===== src/debug_port_pkg.sv =====
package debug_port_pkg;
   // ----------------
   // instruction codes
   // ----------------
   localparam logic [3:0] IR_DEVICE_ID = 4'h0;
   localparam logic [3:0] IR_SAMPLE_PRELOAD = 4'h2;
   localparam logic [3:0] IR_SAMPLE = 4'h3;
   localparam logic [3:0] IR_EXTEST = 4'h4;
   localparam logic [3:0] IR_CORE_DP_A = 4'h8;
   localparam logic [3:0] IR_HIGHZ = 4'h9;
   localparam logic [3:0] IR_CORE_DP_B = 4'hA;
   localparam logic [3:0] IR_CORE_DP_C = 4'hB;
   localparam logic [3:0] IR_CLAMP = 4'hC;
   localparam logic [3:0] IR_CORE_ID = 4'hE;
   localparam logic [3:0] IR_BYPASS = 4'hF;
   localparam logic [3:0] IR_RESET = IR_CORE_ID;
   // ----------------
   // link mode switching
   // ----------------
   localparam logic [15:0] SWITCH_PATTERN = 16'h79E7;
   localparam logic [5:0] SWITCH_HIGH_CYCLES = 6'h33;
   localparam logic [4:0] CMD_STORE_FORMAT = 5'h03;
   localparam logic [2:0] CTRL_LEVEL_NEEDED = 3'h2;
   // ----------------
   // access port registers
   // ----------------
   localparam logic [31:0] ADDR_STATUS = 32'h0100_0000;
   localparam logic [31:0] ADDR_CONTROL = 32'h0100_0004;
   localparam logic [31:0] ADDR_IDENT = 32'h0100_00FC;
   localparam logic [31:0] IDENT_VALUE = 32'h0A5A_0001; // arbitrary value
   localparam logic [8:0] CONTROL_RESET = 9'h000;
   localparam int CTL_ERASE = 0;
   localparam int CTL_DBG_DISABLE = 1;
   localparam int CTL_HALT_REQ = 2;
   localparam int CTL_SYS_RESET = 3;
   localparam int CTL_CORE_HOLD = 4;
   localparam int CTL_DEEP_REQ = 5;
   localparam int CTL_DEEP_ACK = 6;
   localparam int CTL_STAT_ACK = 7;
   localparam int CTL_TS_FREEZE = 8;
   localparam int DR_ID_LEN = 32;
   localparam int BSR_LEN = 8;
   typedef enum logic [1:0] {MODE_SCAN, MODE_SERIAL_WIRE, MODE_COMPACT} link_mode_e;
   // chip-side status inputs
   typedef struct packed {
      logic erase_started;
      logic erase_done;
      logic mass_erase_enabled;
      logic secure;
      logic flash_ready;
      logic sys_in_reset;
      logic core_halted;
      logic sleep_deep;
      logic sleeping;
      logic low_leak_exit;
      logic deep_stop_exit;
      logic deep_stop_entry;
      logic recovery_por;
   } chip_status_s;
   // access port request
   typedef struct packed {
      logic valid;
      logic write;
      logic [31:0] addr;
      logic [31:0] data;
   } ap_req_s;
endpackage


===== src/debug_port_tap.sv =====
`timescale 1ns/1ns
// Contract
// RQ1 - link starts in four-wire scan mode, switches only on defined sequences
// RQ2 - over 50 high, pattern 0x79E7 msb first, over 50 high enters serial wire
// RQ3 - reset, control level 2 by zero-bit scans, command 00011 enters compact mode
// RQ4 - after power-on all debug pins except test reset take scan functions
// RQ5 - system and core taps share one instruction decode and muxed output
// RQ6 - instruction register loads 1110 at power-on reset
// RQ7 - four-bit instruction, 0000 selects device identification register
// RQ8 - 0010 and 0011 select boundary register without disturbing operation
// RQ9 - 0100 selects boundary register, drives preload, asserts functional reset
// RQ10 - 1001 selects bypass, floats outputs, asserts functional reset
// RQ11 - 1100 selects bypass, holds preload on pins, asserts functional reset
// RQ12 - 1111 and unassigned codes select bypass
// RQ13 - 1000, 1010, 1011, 1110 routed to core debug port controller
// RQ14 - access port registers only over link: status, control, identity
// RQ15 - control bit 0 requests erase, cleared on completion, sticks if disabled
// RQ16 - control bit 1 disables debug, overriding core debug enable
// RQ17 - control bit 2 halts core, waking it from stop or wait
// RQ18 - control bit 3 holds system in reset while set
// RQ19 - control bit 4 holds core in reset after sequencing; clear releases
// RQ20 - bit 5 captured on deep stop entry; reset held until bit 6; recovery clears
// RQ21 - bit 7 acknowledges exit status; device clears those status bits
// RQ22 - bit 8 freezes timestamp counter during debug halt
// RQ23 - status bit 0 acknowledges erase, cleared on reset and launch
// RQ24 - status bits 9 and 10 flag stop exits until acknowledged
// RQ25 - control bits 9 to 31 read zero and ignore writes
module debug_port_tap (
   // clock and reset
   input wire logic sys_clk,
   input wire logic reset,
   // link pins
   input wire logic test_clock_pin,
   input wire logic mode_select_data_pin,
   input wire logic test_data_in_pin,
   input wire logic test_reset_n_pin,
   output logic test_out_trace_pin,
   output logic test_out_oe_n,
   // access port requests from the core debug port
   input debug_port_pkg::ap_req_s ap_req,
   output logic [31:0] ap_rdata,
   output logic ap_rvalid,
   // chip side
   input debug_port_pkg::chip_status_s chip,
   input wire logic [7:0] bsr_capture,
   output logic [7:0] bsr_drive,
   output logic bsr_drive_en,
   output logic pins_float,
   output logic functional_reset,
   output logic core_dp_select,
   output logic [3:0] core_dp_instr,
   output debug_port_pkg::link_mode_e link_mode,
   output logic pins_scan_function,
   output logic erase_launch,
   output logic debug_disable,
   output logic halt_request,
   output logic system_reset_hold,
   output logic core_reset_hold,
   output logic timestamp_freeze
);
   // ------------------------------------------------------------
   // pin synchronisers and edge finding
   // ------------------------------------------------------------
   logic [1:0] tck_s, tms_s, tdi_s, trst_s;
   logic tck_d;
   always_ff @(posedge sys_clk)
   begin
      tck_s <= {tck_s[0], test_clock_pin};
      tms_s <= {tms_s[0], mode_select_data_pin};
      tdi_s <= {tdi_s[0], test_data_in_pin};
      trst_s <= {trst_s[0], test_reset_n_pin};
      tck_d <= tck_s[1];
   end
   wire tck_rise = tck_s[1] & ~tck_d;
   wire tck_fall = ~tck_s[1] & tck_d;
   wire tms = tms_s[1];
   wire tdi = tdi_s[1];
   wire trst_n = trst_s[1];

   // ------------------------------------------------------------
   // tap state machine
   // ------------------------------------------------------------
   typedef enum logic [3:0] {RESET_ST, IDLE, SEL_DR, CAP_DR, SH_DR, EX1_DR, PA_DR, EX2_DR,
      UPD_DR, SEL_IR, CAP_IR, SH_IR, EX1_IR, PA_IR, EX2_IR, UPD_IR} tap_state_e;
   tap_state_e state, next_state;
   always_comb
   begin
      unique case (state)
         RESET_ST: next_state = tms ? RESET_ST : IDLE;
         IDLE: next_state = tms ? SEL_DR : IDLE;
         SEL_DR: next_state = tms ? SEL_IR : CAP_DR;
         CAP_DR: next_state = tms ? EX1_DR : SH_DR;
         SH_DR: next_state = tms ? EX1_DR : SH_DR;
         EX1_DR: next_state = tms ? UPD_DR : PA_DR;
         PA_DR: next_state = tms ? EX2_DR : PA_DR;
         EX2_DR: next_state = tms ? UPD_DR : SH_DR;
         UPD_DR: next_state = tms ? SEL_DR : IDLE;
         SEL_IR: next_state = tms ? RESET_ST : CAP_IR;
         CAP_IR: next_state = tms ? EX1_IR : SH_IR;
         SH_IR: next_state = tms ? EX1_IR : SH_IR;
         EX1_IR: next_state = tms ? UPD_IR : PA_IR;
         PA_IR: next_state = tms ? EX2_IR : PA_IR;
         EX2_IR: next_state = tms ? UPD_IR : SH_IR;
         UPD_IR: next_state = tms ? SEL_DR : IDLE;
      endcase
   end
   wire tap_reset = reset | ~trst_n;
   logic [3:0] ir, ir_shift;
   logic [31:0] dr_shift;
   logic [7:0] bsr_preload;
   always_ff @(posedge sys_clk)
   begin
      if (tap_reset)
      begin
         state <= RESET_ST;
         ir <= debug_port_pkg::IR_RESET; // see RQ6
      end
      else if (tck_rise && link_mode == debug_port_pkg::MODE_SCAN)
      begin
         state <= next_state;
         if (state == UPD_IR)
            ir <= ir_shift; // see RQ7
         if (state == RESET_ST)
            ir <= debug_port_pkg::IR_RESET; // see RQ6
      end
   end

   // ------------------------------------------------------------
   // shared instruction decode
   // ------------------------------------------------------------
   wire sel_id = ir == debug_port_pkg::IR_DEVICE_ID; // see RQ7
   wire sel_bsr = ir == debug_port_pkg::IR_SAMPLE_PRELOAD || ir == debug_port_pkg::IR_SAMPLE
      || ir == debug_port_pkg::IR_EXTEST; // see RQ8
   wire sel_core = ir == debug_port_pkg::IR_CORE_DP_A || ir == debug_port_pkg::IR_CORE_DP_B
      || ir == debug_port_pkg::IR_CORE_DP_C || ir == debug_port_pkg::IR_CORE_ID; // see RQ13
   wire drive_pre = ir == debug_port_pkg::IR_EXTEST || ir == debug_port_pkg::IR_CLAMP; // RQ9 RQ11
   wire floating = ir == debug_port_pkg::IR_HIGHZ; // see RQ10
   wire func_rst = drive_pre | floating; // see RQ9
   // everything else, 1111 included, falls to bypass
   wire sel_bypass = ~sel_id & ~sel_bsr & ~sel_core; // see RQ12

   // data and instruction shifting; preload only under the preload code
   always_ff @(posedge sys_clk)
   begin
      if (tck_rise && link_mode == debug_port_pkg::MODE_SCAN)
      begin
         if (state == CAP_IR)
            ir_shift <= 4'h1;
         if (state == SH_IR)
            ir_shift <= {tdi, ir_shift[3:1]};
         if (state == CAP_DR)
            dr_shift <= sel_id ? debug_port_pkg::IDENT_VALUE
               : sel_bsr ? {24'h000000, bsr_capture} : 32'h0000_0000; // see RQ8
         if (state == SH_DR)
            dr_shift <= sel_bsr ? {24'h000000, tdi, dr_shift[7:1]}
               : sel_bypass ? {31'h0000_0000, tdi} : {tdi, dr_shift[31:1]};
         if (state == UPD_DR && ir == debug_port_pkg::IR_SAMPLE_PRELOAD)
            bsr_preload <= dr_shift[7:0];
      end
   end
   // output muxed by instruction, core port drives its own data elsewhere
   wire scan_out = (state == SH_IR) ? ir_shift[0] : dr_shift[0]; // see RQ5
   wire scan_drive = state == SH_IR || (state == SH_DR && !sel_core);

   // ------------------------------------------------------------
   // serial wire and compact mode switch detection
   // ------------------------------------------------------------
   logic [5:0] high_count;
   logic [15:0] pat;
   logic [4:0] pat_len;
   logic pat_ok;
   logic [2:0] ctrl_level;
   logic [4:0] cmd_shift;
   always_ff @(posedge sys_clk)
   begin
      if (reset)
      begin
         link_mode <= debug_port_pkg::MODE_SCAN; // see RQ1
         high_count <= 6'h00;
         pat <= 16'h0000;
         pat_len <= 5'h00;
         pat_ok <= 1'b0;
         ctrl_level <= 3'h0;
         cmd_shift <= 5'h00;
      end
      else if (tck_rise && link_mode == debug_port_pkg::MODE_SCAN)
      begin
         high_count <= tms ? (high_count == 6'h3F ? high_count : high_count + 6'h01) : 6'h00;
         // pattern bits are collected only after a long high run
         if (high_count >= debug_port_pkg::SWITCH_HIGH_CYCLES && !tms)
         begin
            pat <= {15'h0000, 1'b0};
            pat_len <= 5'h01;
            pat_ok <= 1'b0;
         end
         else if (pat_len != 5'h00 && pat_len < 5'h10)
         begin
            pat <= {pat[14:0], tms};
            pat_len <= pat_len + 5'h01;
         end
         else if (pat_len == 5'h10)
         begin
            pat_ok <= pat == debug_port_pkg::SWITCH_PATTERN;
            pat_len <= 5'h00;
         end
         if (pat_ok && high_count >= debug_port_pkg::SWITCH_HIGH_CYCLES)
            link_mode <= debug_port_pkg::MODE_SERIAL_WIRE; // see RQ2
         // zero-bit scans raise control level; simplified as any dr update under bypass
         if (state == RESET_ST)
            ctrl_level <= 3'h0;
         else if (state == UPD_DR && sel_bypass && ctrl_level < 3'h7)
            ctrl_level <= ctrl_level + 3'h1;
         if (state == SH_DR)
            cmd_shift <= {cmd_shift[3:0], tdi};
         if (state == UPD_DR && ctrl_level >= debug_port_pkg::CTRL_LEVEL_NEEDED
            && cmd_shift == debug_port_pkg::CMD_STORE_FORMAT)
            link_mode <= debug_port_pkg::MODE_COMPACT; // see RQ3
      end
   end

   // ------------------------------------------------------------
   // access port registers
   // ------------------------------------------------------------
   logic [8:0] control;
   logic erase_ack, low_exit, deep_exit, deep_req_latched;
   wire wr_ctl = ap_req.valid & ap_req.write & (ap_req.addr == debug_port_pkg::ADDR_CONTROL);
   wire launch = wr_ctl & ap_req.data[debug_port_pkg::CTL_ERASE] & ~control[0];
   wire status_ack = control[debug_port_pkg::CTL_STAT_ACK];
   wire [31:0] status_word = {13'h0000, chip.sleeping, chip.sleep_deep, chip.core_halted,
      5'h00, deep_exit, low_exit, 3'h0, chip.mass_erase_enabled, 1'b0, ~chip.sys_in_reset,
      chip.secure, chip.flash_ready, erase_ack};
   always_ff @(posedge sys_clk)
   begin
      if (reset || chip.recovery_por)
      begin
         control <= debug_port_pkg::CONTROL_RESET; // see RQ20
         erase_ack <= 1'b0; // see RQ23
      end
      else
      begin
         if (wr_ctl)
            control <= ap_req.data[8:0]; // see RQ25
         // erase bit is hardware cleared on completion only when enabled
         if (chip.erase_done && chip.mass_erase_enabled)
            control[0] <= 1'b0; // see RQ15
         // a start in the launch cycle wins, so the acknowledge is never lost
         if (chip.erase_started && chip.mass_erase_enabled)
            erase_ack <= 1'b1; // see RQ23
         else if (launch)
            erase_ack <= 1'b0;
      end
   end
   // sticky exit flags, set beats acknowledge
   always_ff @(posedge sys_clk)
   begin
      if (reset)
      begin
         low_exit <= 1'b0;
         deep_exit <= 1'b0;
         deep_req_latched <= 1'b0;
      end
      else
      begin
         low_exit <= chip.low_leak_exit | (low_exit & ~status_ack); // see RQ24
         deep_exit <= chip.deep_stop_exit | (deep_exit & ~status_ack); // see RQ21
         if (chip.deep_stop_entry)
            deep_req_latched <= control[debug_port_pkg::CTL_DEEP_REQ]; // see RQ20
         else if (control[debug_port_pkg::CTL_DEEP_ACK])
            deep_req_latched <= 1'b0;
      end
   end

   // ------------------------------------------------------------
   // registered outputs
   // ------------------------------------------------------------
   always_ff @(posedge sys_clk)
   begin
      if (reset)
      begin
         ap_rdata <= 32'h0000_0000;
         ap_rvalid <= 1'b0;
         test_out_trace_pin <= 1'b0;
         test_out_oe_n <= 1'b1;
         bsr_drive <= 8'h00;
         bsr_drive_en <= 1'b0;
         pins_float <= 1'b0;
         functional_reset <= 1'b0;
         core_dp_select <= 1'b0;
         core_dp_instr <= debug_port_pkg::IR_RESET;
         pins_scan_function <= 1'b1; // see RQ4
         erase_launch <= 1'b0;
         debug_disable <= 1'b0;
         halt_request <= 1'b0;
         system_reset_hold <= 1'b0;
         core_reset_hold <= 1'b0;
         timestamp_freeze <= 1'b0;
      end
      else
      begin
         ap_rvalid <= ap_req.valid & ~ap_req.write;
         ap_rdata <= ap_req.addr == debug_port_pkg::ADDR_STATUS ? status_word
            : ap_req.addr == debug_port_pkg::ADDR_CONTROL ? {23'h000000, control}
            : ap_req.addr == debug_port_pkg::ADDR_IDENT ? debug_port_pkg::IDENT_VALUE
            : 32'h0000_0000; // see RQ14
         // output changes on the falling test clock edge, as in scan practice
         if (tck_fall)
         begin
            test_out_trace_pin <= scan_out;
            test_out_oe_n <= ~scan_drive;
         end
         bsr_drive <= bsr_preload;
         bsr_drive_en <= drive_pre; // see RQ11
         pins_float <= floating; // see RQ10
         functional_reset <= func_rst; // see RQ9
         core_dp_select <= sel_core; // see RQ13
         core_dp_instr <= ir;
         pins_scan_function <= link_mode == debug_port_pkg::MODE_SCAN; // see RQ4
         erase_launch <= launch; // see RQ15
         debug_disable <= control[debug_port_pkg::CTL_DBG_DISABLE]; // see RQ16
         halt_request <= control[debug_port_pkg::CTL_HALT_REQ]; // see RQ17
         system_reset_hold <= control[debug_port_pkg::CTL_SYS_RESET]
            | (deep_req_latched & ~control[debug_port_pkg::CTL_DEEP_ACK]); // see RQ18
         core_reset_hold <= control[debug_port_pkg::CTL_CORE_HOLD]; // see RQ19
         timestamp_freeze <= control[debug_port_pkg::CTL_TS_FREEZE]
            & chip.core_halted; // see RQ22
      end
   end
endmodule // debug_port_tap


===== config.mk =====
export PLATFORM = sky130hd
export DESIGN_NAME = debug_port_tap
export DESIGN_NICKNAME = d
export VERILOG_FILES = /design/src/debug_port_pkg.sv /design/src/debug_port_tap.sv
export SDC_FILE = /design/constraint.sdc
export NUM_CORES = 1
export LEC_CHECK = 0
export BUFFER_PORTS_ARGS = -buffer_cell sky130_fd_sc_hd__buf_2
export CAP_MARGIN = 25
export CORE_MARGIN = 2
export CORE_UTILIZATION = 30
export CTS_CLUSTER_DIAMETER = 100
export DETAILED_ROUTE_END_ITERATION = 10
export MAX_ROUTING_LAYER = met4
export PLACE_DENSITY = 0.59
export SLEW_MARGIN = 10
export SYNTH_ARGS = -nofsm -noshare
export SYNTH_HDL_FRONTEND = slang
export SYNTH_SLANG_ARGS = --single-unit

===== constraint.sdc =====
create_clock -name sys_clk -period 4.95 [get_ports sys_clk]
set_input_delay 0.99 -clock sys_clk [delete_from_list [all_inputs] [get_ports sys_clk]]
set_output_delay 0.99 -clock sys_clk [all_outputs]
set_load 0.1 [all_outputs]

==> impl_metrics.py <==
metrics = {
    "grt": {
        "grt-ovfl-total": 0,
        "grt_pass1_wl_mm": 22.2,
        "grt_max_degree": 57,
        "track_usage": 0.129,
        "grt_pass1_vias": 4440,
        "antenna_found_initial": 0,
    },
    "synth": {
        "synth-simple-area-share": 0.200,
        "ys_ff_latch": 153,
        "synth_top_family_by_area": "simple AND/OR/NAND/NOR gates",
        "synthCells": 615,
        "seq_area_frac_synth": 0.559,
        "synth-xor-area-share": 0.00698,
        "synth_flop_cell": "dfxtp_1",
        "synth.distinct_cells": 60,
        "synth_area_per_cell_um2": 10.2,
        "synth_compound_gate_area_share": 0.159,
        "synth_mux_area_frac": 0.0130,
        "yosys_warnings": 0,
        "synthAdderAreaFrac": 0.00997,
        "synth_area_um2": 6270,
        "synth_enable_flop_cells": 44,
        "async_flop_share": 0,
    },
    "clocking": {
        "clk_latency_ns": 0.42,
        "cts_buffer_depth": 2,
        "cts.reportedPaths.clkPinSlew_ns": 0.06,
        "ctsRootBufferMaster": "clkbuf_16",
        "cts_resized": 0,
        "postCtsSetupBuffers": 0,
        "cts_sinks": 153,
        "htreeDepth": 4,
        "cts_tree": "yes",
        "numCtsBuffers": 17,
        "cts_hold_buf": 0,
    },
    "route": {
        "vias": 4789,
        "wl_per_cell_um": 13.7,
        "viasPerCell": 4.78,
        "drc": 0,
        "first_iter_violations": 246,
        "ant_nets": 0,
        "first_pass_iters": 5,
        "routed_wirelength_mm": 13.7,
    },
    "critical_path": {
        "cp-end-kind": "register",
        "cp_max_fo": 40,
        "start_kind": "register",
        "r2r-start": "link_mode[0]",
        "crit_type": "register to register",
        "worst_ep_required_time_ns": 5.29,
        "startpoint": "link_mode[0]",
        "crit_arrival_ns": 2.72,
    },
    "run_status": {
        "status": "completed",
    },
    "floorplan": {
        "pin_count": 153,
        "initial_core_util": 0.308,
        "die_h_um": 149,
        "rows": 52,
        "die_w_um": 149,
        "die_area_um2": 22100,
        "core_area_um2": 20400,
    },
    "timing": {
        "period_share": 0.480,
        "finalMaxSlewViolations": 0,
        "rsz0062_at_grt": "no",
        "worstMarginPinSlew_ns": 0.993,
        "clock_skew_ns": 0.00594,
        "finalSetupTns_ns": 0,
        "fmax_mhz": 421,
        "fin_crit_ns": 2.38,
        "fin_ws_ns": 2.57,
        "slew_headroom": 0.338,
        "hold_violations": 0,
        "hold_ws_ns": 0.326,
        "final-setup-viol-count": 0,
    },
    "placed_design": {
        "gp_congestion": 0.779,
        "port_buffers": 116,
        "post-place-ws_ns": 2.24,
        "place_hpwl_mm": 9.32,
        "dpl_cell_area_um2": 7030,
        "dp_cells": 969,
    },
    "job": {
        "drv_cap": 0,
    },
    "pwr": {
        "vdd_ir_drop_max_mv": 0.158,
        "leakage_nw": 2.90,
        "p_per_area_nw_per_um2": 358,
        "power_mw": 2.73,
    },
    "min_path": {
        "hp-start": "tdi_s[0]",
        "min_path_type": "register to register",
    },
    "finish": {
        "drive_above_1_share": 0.231,
        "nNetsFinal": 816,
        "most-common-layout-cells": "buf_2 (116), dfxtp_1 (109), a21oi_1 (61), edfxtp_1 (44), nand2_1 (40)",
        "fin_cells": 1001,
        "area_growth_pct": 21.8,
        "filler_cell_count": 1998,
        "final_common_cell": "buf_2",
        "n_antenna_cell": 0,
        "design_area_um2": 7640,
        "final-seq-area_um2": 3500,
        "utilization": 0.375,
        "multi_input_area_um2": 2500,
    },
}
## cell usage after synthesis, drive strengths merged, types with 6 or more instances
library cell | count | area share
o21ai | 27 | 0.022
nand2 | 40 | 0.024
and2 | 26 | 0.026
dfxtp | 109 | 0.35
edfxtp | 44 | 0.21
o31ai | 12 | 0.014
nand4 | 14 | 0.014
nand3 | 18 | 0.014
nor2 | 25 | 0.015
nor2b | 14 | 0.014
a211oi | 7 | 0.0084
buf | 21 | 0.024
o211ai | 10 | 0.012
nor3 | 19 | 0.015
nor4 | 12 | 0.012
or3 | 6 | 0.0060
mux2i | 7 | 0.011
a21o | 7 | 0.0084
nor3b | 6 | 0.0080
a22o | 8 | 0.011
and3 | 8 | 0.0080
a21oi | 61 | 0.049
clkbuf | 28 | 0.017
inv | 19 | 0.011
## logic make-up after synthesis
kind of cell,count (synthesis)
XOR/XNOR,5
AO/OA/AOI/OAI,155
multiplexers,8
buffers and inverters,69
flip-flops,153
other,1
AND/OR/NAND/NOR,219
adder cells (fa/ha/maj),5
## worst max-delay path: stages (launching register included)
cell and delay [ns]:
dfxtp_1 0.37, or4b_4 0.79, a311o_1 0.47, or4_1 0.44, a221oi_2 0.23
## power breakdown
| group | switching, mW | internal [mW] |
|---|---|---|
| Combinational | 0.110 | 0.0359 |
| Sequential | 0.00895 | 1.29 |
| Clock | 0.498 | 0.791 |
| Total | 0.617 | 2.12 |
## per-layer routing
metal / up-vias / global-route usage / wire length, µm
met1: 2220 / 0.169 / 6520
met3: 12 / 0.0377 / 845
met4: 0 / 0.0357 / 123
met2: 124 / 0.194 / 6230
met5: - / - / 0
li1: 2433 / - / -
## worst paths after layout
path / to / slack [ns] / cells past startpoint
max reg2reg: ctrl_level[2] / 2.57 / 4
min reg2reg: tdi_s[1] / 0.33 / 0
max: ctrl_level[2] / 2.57 / 4
min: tdi_s[1] / 0.33 / 0
## layout make-up
cell class                      instances  area share
Sequential cell                       153       0.459
Tap cell                              270      0.0442
Multi-Input combinational cell        405       0.327
Clock inverter                          9      0.0110
Inverter                               20     0.00983
Clock buffer                           23      0.0682
Timing Repair Buffer                  121      0.0809
## state kept, by name (all words and copies together), names as in the netlist, 2 cells and up
signal / cells
ap_rdata: 15
bsr_drive: 8
bsr_preload: 8
cmd_shift: 5
control: 9
core_dp_instr: 4
ctrl_level: 3
dr_shift: 32
high_count: 6
ir: 4
ir_shift: 4
link_mode: 2
pat: 16
pat_len: 5
state: 4
tck_s: 2
tdi_s: 2
tms_s: 2
trst_s: 2
(Power assumes the default switching activity.)
